--- src/hw/psp_pkg.sv ---
// Constants for the port S pin configuration block.
// Assumes an 8-bit register port with a small local address space.
package psp_pkg;
    // Register port widths
    localparam int PSP_AW = 3;
    localparam int PSP_DW = 8;
    localparam int PSP_PINS = 6;
    // Register offsets
    localparam logic [PSP_AW-1:0] PSP_OFF_DATA = 3'h0;
    localparam logic [PSP_AW-1:0] PSP_OFF_INPUT = 3'h1;
    localparam logic [PSP_AW-1:0] PSP_OFF_DIR = 3'h2;
    localparam logic [PSP_AW-1:0] PSP_OFF_PULL_EN = 3'h3;
    localparam logic [PSP_AW-1:0] PSP_OFF_PULL_POL = 3'h4;
    localparam logic [PSP_AW-1:0] PSP_OFF_OPEN_DRAIN = 3'h5;
    // Field layout: pins sit in the low bits, the top bits are unimplemented
    localparam int PSP_PIN_LSB = 0;
    localparam int PSP_PIN_MSB = 5;
    localparam logic [1:0] PSP_UNUSED_BITS = 2'h0;
    // Reset values
    localparam logic [PSP_PINS-1:0] PSP_RST_DATA = 6'h00;
    localparam logic [PSP_PINS-1:0] PSP_RST_DIR = 6'h00;
    localparam logic [PSP_PINS-1:0] PSP_RST_PULL_EN = 6'h00;
    localparam logic [PSP_PINS-1:0] PSP_RST_PULL_POL = 6'h00;
    localparam logic [PSP_PINS-1:0] PSP_RST_OPEN_DRAIN = 6'h00;
    localparam logic [PSP_DW-1:0] PSP_RDATA_IDLE = 8'h00;
endpackage

--- src/hw/psp_pin_if.sv ---
// Carrier for per-pin settings from the register side to the pad drivers.
// Assumes both ends run on clk_sys.
`timescale 1ns/10ps
interface psp_pin_if;
    import psp_pkg::*;
    logic [PSP_PINS-1:0] dir_eff;
    logic [PSP_PINS-1:0] val_eff;
    logic [PSP_PINS-1:0] open_drain;
    logic [PSP_PINS-1:0] pull_en;
    logic [PSP_PINS-1:0] pull_pol;
    modport cfg (output dir_eff, val_eff, open_drain, pull_en, pull_pol);
    modport ctl (input dir_eff, val_eff, open_drain, pull_en, pull_pol);
endinterface

--- src/hw/psp_port_cfg.sv ---
// Port S pin configuration: direction, pull, polarity and wired-or registers,
// peripheral direction overrides and the port data and input reads.
// Assumes synchronous register strobes and peripheral enables on clk_sys.
`timescale 1ns/10ps
module psp_port_cfg
    import psp_pkg::*;
(
    input wire logic clk_sys,
    input wire logic rst,
    input wire logic [PSP_AW-1:0] reg_addr,
    input wire logic [PSP_DW-1:0] reg_wdata,
    input wire logic reg_wr,
    input wire logic reg_rd,
    output logic [PSP_DW-1:0] reg_rdata,
    input wire logic [PSP_PINS-1:0] pad_in,
    output logic [PSP_PINS-1:0] pad_out,
    output logic [PSP_PINS-1:0] pad_oe_n,
    output logic [PSP_PINS-1:0] pull_up_en,
    output logic [PSP_PINS-1:0] pull_dn_en,
    input wire logic spi_en,
    input wire logic [3:0] spi_dir,
    input wire logic [3:0] spi_out,
    input wire logic bus_clock_output_en,
    input wire logic bus_clock_output_val,
    input wire logic second_async_serial_route_en,
    input wire logic second_async_serial_txd,
    input wire logic pwm_route_en,
    input wire logic [1:0] pwm_route_val,
    input wire logic async_serial_en,
    input wire logic [1:0] async_serial_dir,
    input wire logic [1:0] async_serial_out,
    input wire logic lin_direct_en,
    input wire logic lin_direct_drive_bit
);

    // Address match for a strobe
    function automatic logic reg_hit(input logic strobe, input logic [PSP_AW-1:0] addr,
                                     input logic [PSP_AW-1:0] off);
        reg_hit = strobe && (addr == off);
    endfunction

    // Stored configuration and data
    logic [PSP_PINS-1:0] port_output_data_r;
    logic [PSP_PINS-1:0] pin_direction_r;
    logic [PSP_PINS-1:0] pull_enable_r;
    logic [PSP_PINS-1:0] pull_polarity_r;
    logic [PSP_PINS-1:0] open_drain_select_r;
    logic [PSP_PINS-1:0] pin_meta_r;
    logic [PSP_PINS-1:0] pin_sync_r;
    logic [PSP_DW-1:0] reg_rdata_r;

    // Write decodes
    logic wr_data;
    logic wr_dir;
    logic wr_pe;
    logic wr_pps;
    logic wr_od;
    logic [PSP_PINS-1:0] wr_pins;

    assign wr_data = reg_hit(reg_wr, reg_addr, PSP_OFF_DATA);
    assign wr_dir = reg_hit(reg_wr, reg_addr, PSP_OFF_DIR);
    assign wr_pe = reg_hit(reg_wr, reg_addr, PSP_OFF_PULL_EN);
    assign wr_pps = reg_hit(reg_wr, reg_addr, PSP_OFF_PULL_POL);
    assign wr_od = reg_hit(reg_wr, reg_addr, PSP_OFF_OPEN_DRAIN);
    // Only the six pin bits are kept; bits 7 and 6 are dropped
    assign wr_pins = reg_wdata[PSP_PIN_MSB:PSP_PIN_LSB];

    // Register file, written whenever the strobe hits
    always_ff @(posedge clk_sys)
    begin
        if (rst)
        begin
            port_output_data_r <= PSP_RST_DATA;
            pin_direction_r <= PSP_RST_DIR;
            pull_enable_r <= PSP_RST_PULL_EN;
            pull_polarity_r <= PSP_RST_PULL_POL;
            open_drain_select_r <= PSP_RST_OPEN_DRAIN;
        end
        else
        begin
            if (wr_data)
                port_output_data_r <= wr_pins;
            if (wr_dir)
                pin_direction_r <= wr_pins;
            if (wr_pe)
                pull_enable_r <= wr_pins;
            if (wr_pps)
                pull_polarity_r <= wr_pins;
            if (wr_od)
                open_drain_select_r <= wr_pins;
        end
    end

    // Two-stage pin synchroniser
    always_ff @(posedge clk_sys)
    begin
        if (rst)
        begin
            pin_meta_r <= PSP_RST_DATA;
            pin_sync_r <= PSP_RST_DATA;
        end
        else
        begin
            pin_meta_r <= pad_in;
            pin_sync_r <= pin_meta_r;
        end
    end

    // Effective direction and value per pin, peripherals first
    logic [PSP_PINS-1:0] dir_eff;
    logic [PSP_PINS-1:0] val_eff;
    logic pin3_forced_out;

    // Pins 5 and 4: serial peripheral interface or the direction bit
    assign dir_eff[5:4] = spi_en ? spi_dir[3:2] : pin_direction_r[5:4];
    assign val_eff[5:4] = spi_en ? spi_out[3:2] : port_output_data_r[5:4];

    // Pin 3: clock output, then SPI, then routed serial, then routed PWM
    assign pin3_forced_out = second_async_serial_route_en | pwm_route_en;
    assign dir_eff[3] = bus_clock_output_en ? 1'b1 :
                        spi_en ? spi_dir[1] :
                        pin3_forced_out ? 1'b1 :
                        pin_direction_r[3];
    assign val_eff[3] = bus_clock_output_en ? bus_clock_output_val :
                        spi_en ? spi_out[1] :
                        second_async_serial_route_en ? second_async_serial_txd :
                        pwm_route_en ? pwm_route_val[1] :
                        port_output_data_r[3];

    // Pin 2: SPI, then routed serial receive (input), then routed PWM
    assign dir_eff[2] = spi_en ? spi_dir[0] :
                        second_async_serial_route_en ? 1'b0 :
                        pwm_route_en ? 1'b1 :
                        pin_direction_r[2];
    assign val_eff[2] = spi_en ? spi_out[0] :
                        pwm_route_en ? pwm_route_val[0] :
                        port_output_data_r[2];

    // Pin 1: async serial interface, then LIN direct drive
    assign dir_eff[1] = async_serial_en ? async_serial_dir[1] :
                        lin_direct_en ? 1'b1 :
                        pin_direction_r[1];
    assign val_eff[1] = async_serial_en ? async_serial_out[1] :
                        lin_direct_en ? lin_direct_drive_bit :
                        port_output_data_r[1];

    // Pin 0: async serial interface or the direction bit
    assign dir_eff[0] = async_serial_en ? async_serial_dir[0] : pin_direction_r[0];
    assign val_eff[0] = async_serial_en ? async_serial_out[0] : port_output_data_r[0];

    // Settings handed to the pad stage
    psp_pin_if pin_bus ();

    assign pin_bus.dir_eff = dir_eff;
    assign pin_bus.val_eff = val_eff;
    assign pin_bus.open_drain = open_drain_select_r;
    assign pin_bus.pull_en = pull_enable_r;
    assign pin_bus.pull_pol = pull_polarity_r;

    psp_pin_ctl u_pin_ctl (
        .clk_sys(clk_sys),
        .rst(rst),
        .pins(pin_bus.ctl),
        .pad_out(pad_out),
        .pad_oe_n(pad_oe_n),
        .pull_up_en(pull_up_en),
        .pull_dn_en(pull_dn_en)
    );

    // Read selection
    logic [PSP_PINS-1:0] data_view;
    logic [PSP_PINS-1:0] rd_pins;
    logic rd_mapped;

    // Data read mixes stored output bits and synced pin levels by direction
    assign data_view = (pin_direction_r & port_output_data_r) |
                       (~pin_direction_r & pin_sync_r);
    assign rd_pins = (reg_addr == PSP_OFF_DATA) ? data_view :
                     (reg_addr == PSP_OFF_INPUT) ? pin_sync_r :
                     (reg_addr == PSP_OFF_DIR) ? pin_direction_r :
                     (reg_addr == PSP_OFF_PULL_EN) ? pull_enable_r :
                     (reg_addr == PSP_OFF_PULL_POL) ? pull_polarity_r :
                     (reg_addr == PSP_OFF_OPEN_DRAIN) ? open_drain_select_r :
                     PSP_RST_DATA;
    assign rd_mapped = reg_addr <= PSP_OFF_OPEN_DRAIN;

    // Read data stands for one cycle after the strobe, zero otherwise
    always_ff @(posedge clk_sys)
    begin
        if (rst)
            reg_rdata_r <= PSP_RDATA_IDLE;
        else if (reg_rd && rd_mapped)
            reg_rdata_r <= {PSP_UNUSED_BITS, rd_pins};
        else
            reg_rdata_r <= PSP_RDATA_IDLE;
    end

    assign reg_rdata = reg_rdata_r;
endmodule

--- src/hw/psp_pin_ctl.sv ---
// Pad driver stage: output enable, drive value and pull selection per pin.
// Assumes settings arrive through psp_pin_if and pads resolve the enables.
`timescale 1ns/10ps
module psp_pin_ctl
    import psp_pkg::*;
(
    input wire logic clk_sys,
    input wire logic rst,
    psp_pin_if.ctl pins,
    output logic [PSP_PINS-1:0] pad_out,
    output logic [PSP_PINS-1:0] pad_oe_n,
    output logic [PSP_PINS-1:0] pull_up_en,
    output logic [PSP_PINS-1:0] pull_dn_en
);

    genvar i;
    generate
        for (i = 0; i < PSP_PINS; i++)
        begin : g_pin
            logic drive;
            logic level;
            logic pull_on;
            // Open-drain drives only a low, push-pull drives both levels
            assign drive = pins.dir_eff[i] & ~(pins.open_drain[i] & pins.val_eff[i]);
            assign level = pins.open_drain[i] ? 1'b0 : pins.val_eff[i];
            // Pull acts on inputs, and on outputs only in wired-or mode
            assign pull_on = pins.pull_en[i] & (~pins.dir_eff[i] | pins.open_drain[i]);

            // Registered pad controls
            always_ff @(posedge clk_sys)
            begin
                if (rst)
                begin
                    pad_out[i] <= 1'b0;
                    pad_oe_n[i] <= 1'b1;
                    pull_up_en[i] <= 1'b0;
                    pull_dn_en[i] <= 1'b0;
                end
                else
                begin
                    pad_out[i] <= level;
                    pad_oe_n[i] <= ~drive;
                    pull_up_en[i] <= pull_on & ~pins.pull_pol[i];
                    pull_dn_en[i] <= pull_on & pins.pull_pol[i];
                end
            end

        end
    endgenerate
endmodule

--- config.mk ---
export PLATFORM = sky130hd
export DESIGN_NAME = psp_port_cfg
export DESIGN_NICKNAME = d
export VERILOG_FILES = /design/src/hw/psp_pkg.sv /design/src/hw/psp_pin_if.sv /design/src/hw/psp_port_cfg.sv /design/src/hw/psp_pin_ctl.sv
export SDC_FILE = /design/constraint.sdc
export NUM_CORES = 1
export LEC_CHECK = 0
export BUFFER_PORTS_ARGS = -buffer_cell sky130_fd_sc_hd__buf_4
export CORE_MARGIN = 4
export CORE_UTILIZATION = 38
export DETAILED_ROUTE_END_ITERATION = 10
export PLACE_DENSITY_LB_ADDON = 0.1
export SKIP_LAST_GASP = 1
export SLEW_MARGIN = 15
export SYNTH_ARGS = -nofsm -noshare
export SYNTH_HDL_FRONTEND = slang
export SYNTH_SLANG_ARGS = --single-unit
--- constraint.sdc ---
create_clock -name clk_sys -period 1.6 [get_ports clk_sys]
set_input_delay 0.24 -clock clk_sys [delete_from_list [all_inputs] [get_ports clk_sys]]
set_output_delay 0.24 -clock clk_sys [all_outputs]
set_load 0.05 [all_outputs]
==> results.ini <==
[status]
status=finished, final reports clean

[floorplanning]
dieArea_um2=9050
die_y_um=95.1
row_count=31
core-area_um2=7330
initial_core_util_pct=39.4
io_pins=76
die_x_um=95.1

[grt]
grt.total_usage_pct=15.0
grt_max_degree=34
antenna_found_initial=0
grt-ovfl-total=0
grt_pass1_vias=2091
grt_pass1_wl_mm=10.2

[final_layout]
drive_gt1_share_pct=30.1
antenna_cells=0
finalNetCount=414
final_cell_mix=buf_4 (87), dfxtp_1 (72), nor2_1 (55)
area_delta_synth_final_pct=33.4
layout_commonest_cell=buf_4
register_area_um2=1440
fillers=684
multi_input_area_um2=1360

[timing]
worst_clock_skew_ns=0.00958
setup_viol=0
period_needed_ns=1.49
rsz0062_at_grt=false
finalHoldViolCount=0
tns_ns=0
fmax_ghz=0.669
finalWorstSetupSlack_ns=0.105
finalCritPeriodShare_pct=93.4
drv_slew=0

[power]
p_per_area_nw_per_um2=1030
irDropWorstVdd_mv=0.580
leakagePower_nw=1.69

[critical_path]
critical_path_class=register to register
arrival_ns=1.78
reg2reg_depth=4
crit_fanout=4
crit_path_start_kind=register
critPathRequiredTime_ns=1.89
r2r_end=u_pin_ctl.pull_dn_en[3]
end_kind=register
reg2reg_from=pin_direction_r[3]
timing.reg2reg.setup_slack_ns=0.11

[job]
cap_viol_max_count=0

[logic_synthesis]
netlist_area_um2=2890
yosysWarnings=0
synth-seq-cells=72
yosys-top-cells-area=dfxtp_1 (50%), mux2i_1 (19%), nor2_1 (7.2%), nor2b_1 (3.7%), a211o_1 (1.8%)
synthDominantCellAreaShare_pct=50.0
yosysTopAreaCell=dfxtp_1
seq_area_frac_synth_pct=50.0
syn_area_per_cell_um2=10.1
synth.distinct_cells=32
synthCells=285

[placed_design]
io_buffers=71
hpwl_mm=4.72
pre_cts_ws_ns=0.0946
gp_congestion=0.761

[clock_network]
clk_latency_ns=0.35
cts_sinks=72
cts_max_level=3
clk_path_buf_depth=2
cts_buffers=9
cts_tree=done
clk_pin_slew_ns=0.08
cts_hold_buf=0
cts-root-buf=clkbuf_8

[routing]
vias=2265
wirelength_mm=6.47
drtPass1Iterations=4
viasPerCell=4.78
drt_iter0_markers=71
wl_per_cell_um=13.6
drc=0
antenna_left=0

[min_path]
min_from=pad_in[2]
hold_path_class=input pin to register
min_delay_worst_endpoint=pin_meta_r[2]
hold_depth=2

worst max path at each step:
stage / start / slack (ns) / endpoint / cells after the start
2_1_floorplan: pin_direction_r[3] / 0.23 / u_pin_ctl.pull_dn_en[3] / 4
3_3_place_gp: spi_en / 0.11 / u_pin_ctl.pull_dn_en[3] / 5
3_5_place_dp: spi_en / 0.09 / u_pin_ctl.pull_dn_en[3] / 5
4_1_cts: pin_direction_r[3] / 0.06 / u_pin_ctl.pull_dn_en[3] / 4
5_1_grt: pin_direction_r[3] / 0.04 / u_pin_ctl.pull_dn_en[3] / 4
6_report: pin_direction_r[3] / 0.11 / u_pin_ctl.pull_dn_en[3] / 4
logic make-up after synthesis:
kind of cell,share of synthesized area [%]
buf+inv,3.34
flops,50.0
mux,19.9
other cells,0.130
simple gates,18.3
compound gates,8.41
worst max-delay path, stage by stage (launching register included):
cell and delay (ns):
dfxtp_1 0.34, or4_1 0.56, a21oi_2 0.18, nor2_1 0.08, and4bb_1 0.27
power breakdown:
group,internal [W],leakage [nW],switching (W),total [W]
Clock,0.000960,0.119,0.000669,0.00163
Combinational,0.000203,0.987,0.000249,0.000451
Sequential,0.00184,0.587,0.0000266,0.00187
final cells by class:
cell class / count / share of cell area (%)
inverter: 5 / 0.488
clock buffer: 11 / 3.93
timing repair buffer: 88 / 17.5
tap: 99 / 3.22
clock inverter: 5 / 2.05
sequential: 72 / 37.5
multi-input combinational: 194 / 35.4
through the flow:
step | std cells | hold WS [ns] | power [W] | cell area (um2) | utilization (%)
3_5_place_dp | 458 | 0.427 | 0.00236 | 3610 | 49.3
3_3_place_gp | 458 | 0.418 | 0.00236 | 3610 | 49.3
2_1_floorplan | 286 | 0.368 | 0.00217 | 2890 | -
4_1_cts | 474 | 0.0883 | 0.00400 | 3840 | 52.4
6_report | 474 | 0.105 | 0.00395 | 3850 | 52.5
5_1_grt | 474 | 0.0944 | 0.00411 | 3850 | 52.5
synth_stat cells:
library cell,count
dfxtp_1,72
nor2_1,55
mux2i_1,54
nor2b_1,17
a21oi_1,8
o21ai_0,7
a211o_1,6
a211oi_1,6
clkbuf_1,6
nor3b_1,6
o21a_1,6
buf_2,5
inv_1,5
nand2_1,5
nand2b_1,5
buf_4,4
mux2_2,3
a22oi_1,1
a32o_1,1
and4bb_1,1
conb_1,1
nand3b_1,1
nand4b_1,1
nor3_1,1
nor3_4,1
nor4b_2,1
nor4b_4,1
nor4bb_1,1
o31ai_1,1
or2_1,1
or2_2,1
or4_1,1
routing by layer:
metal,GRT usage [%],vias to the layer above,wire length (um)
met3,3.63,15,376
met5,0,-,0
met2,22.0,59,2860
met4,7.93,0,144
met1,20.2,1044,3090
li1,-,1147,-
repair_timing:
action / 4_1_cts / 5_1_grt
setup endpoints to repair: 0 / 1
resized for setup: 0 / 1
buffers inserted: 0 / 0
Note: power is estimated with default switching activity, not from simulation.
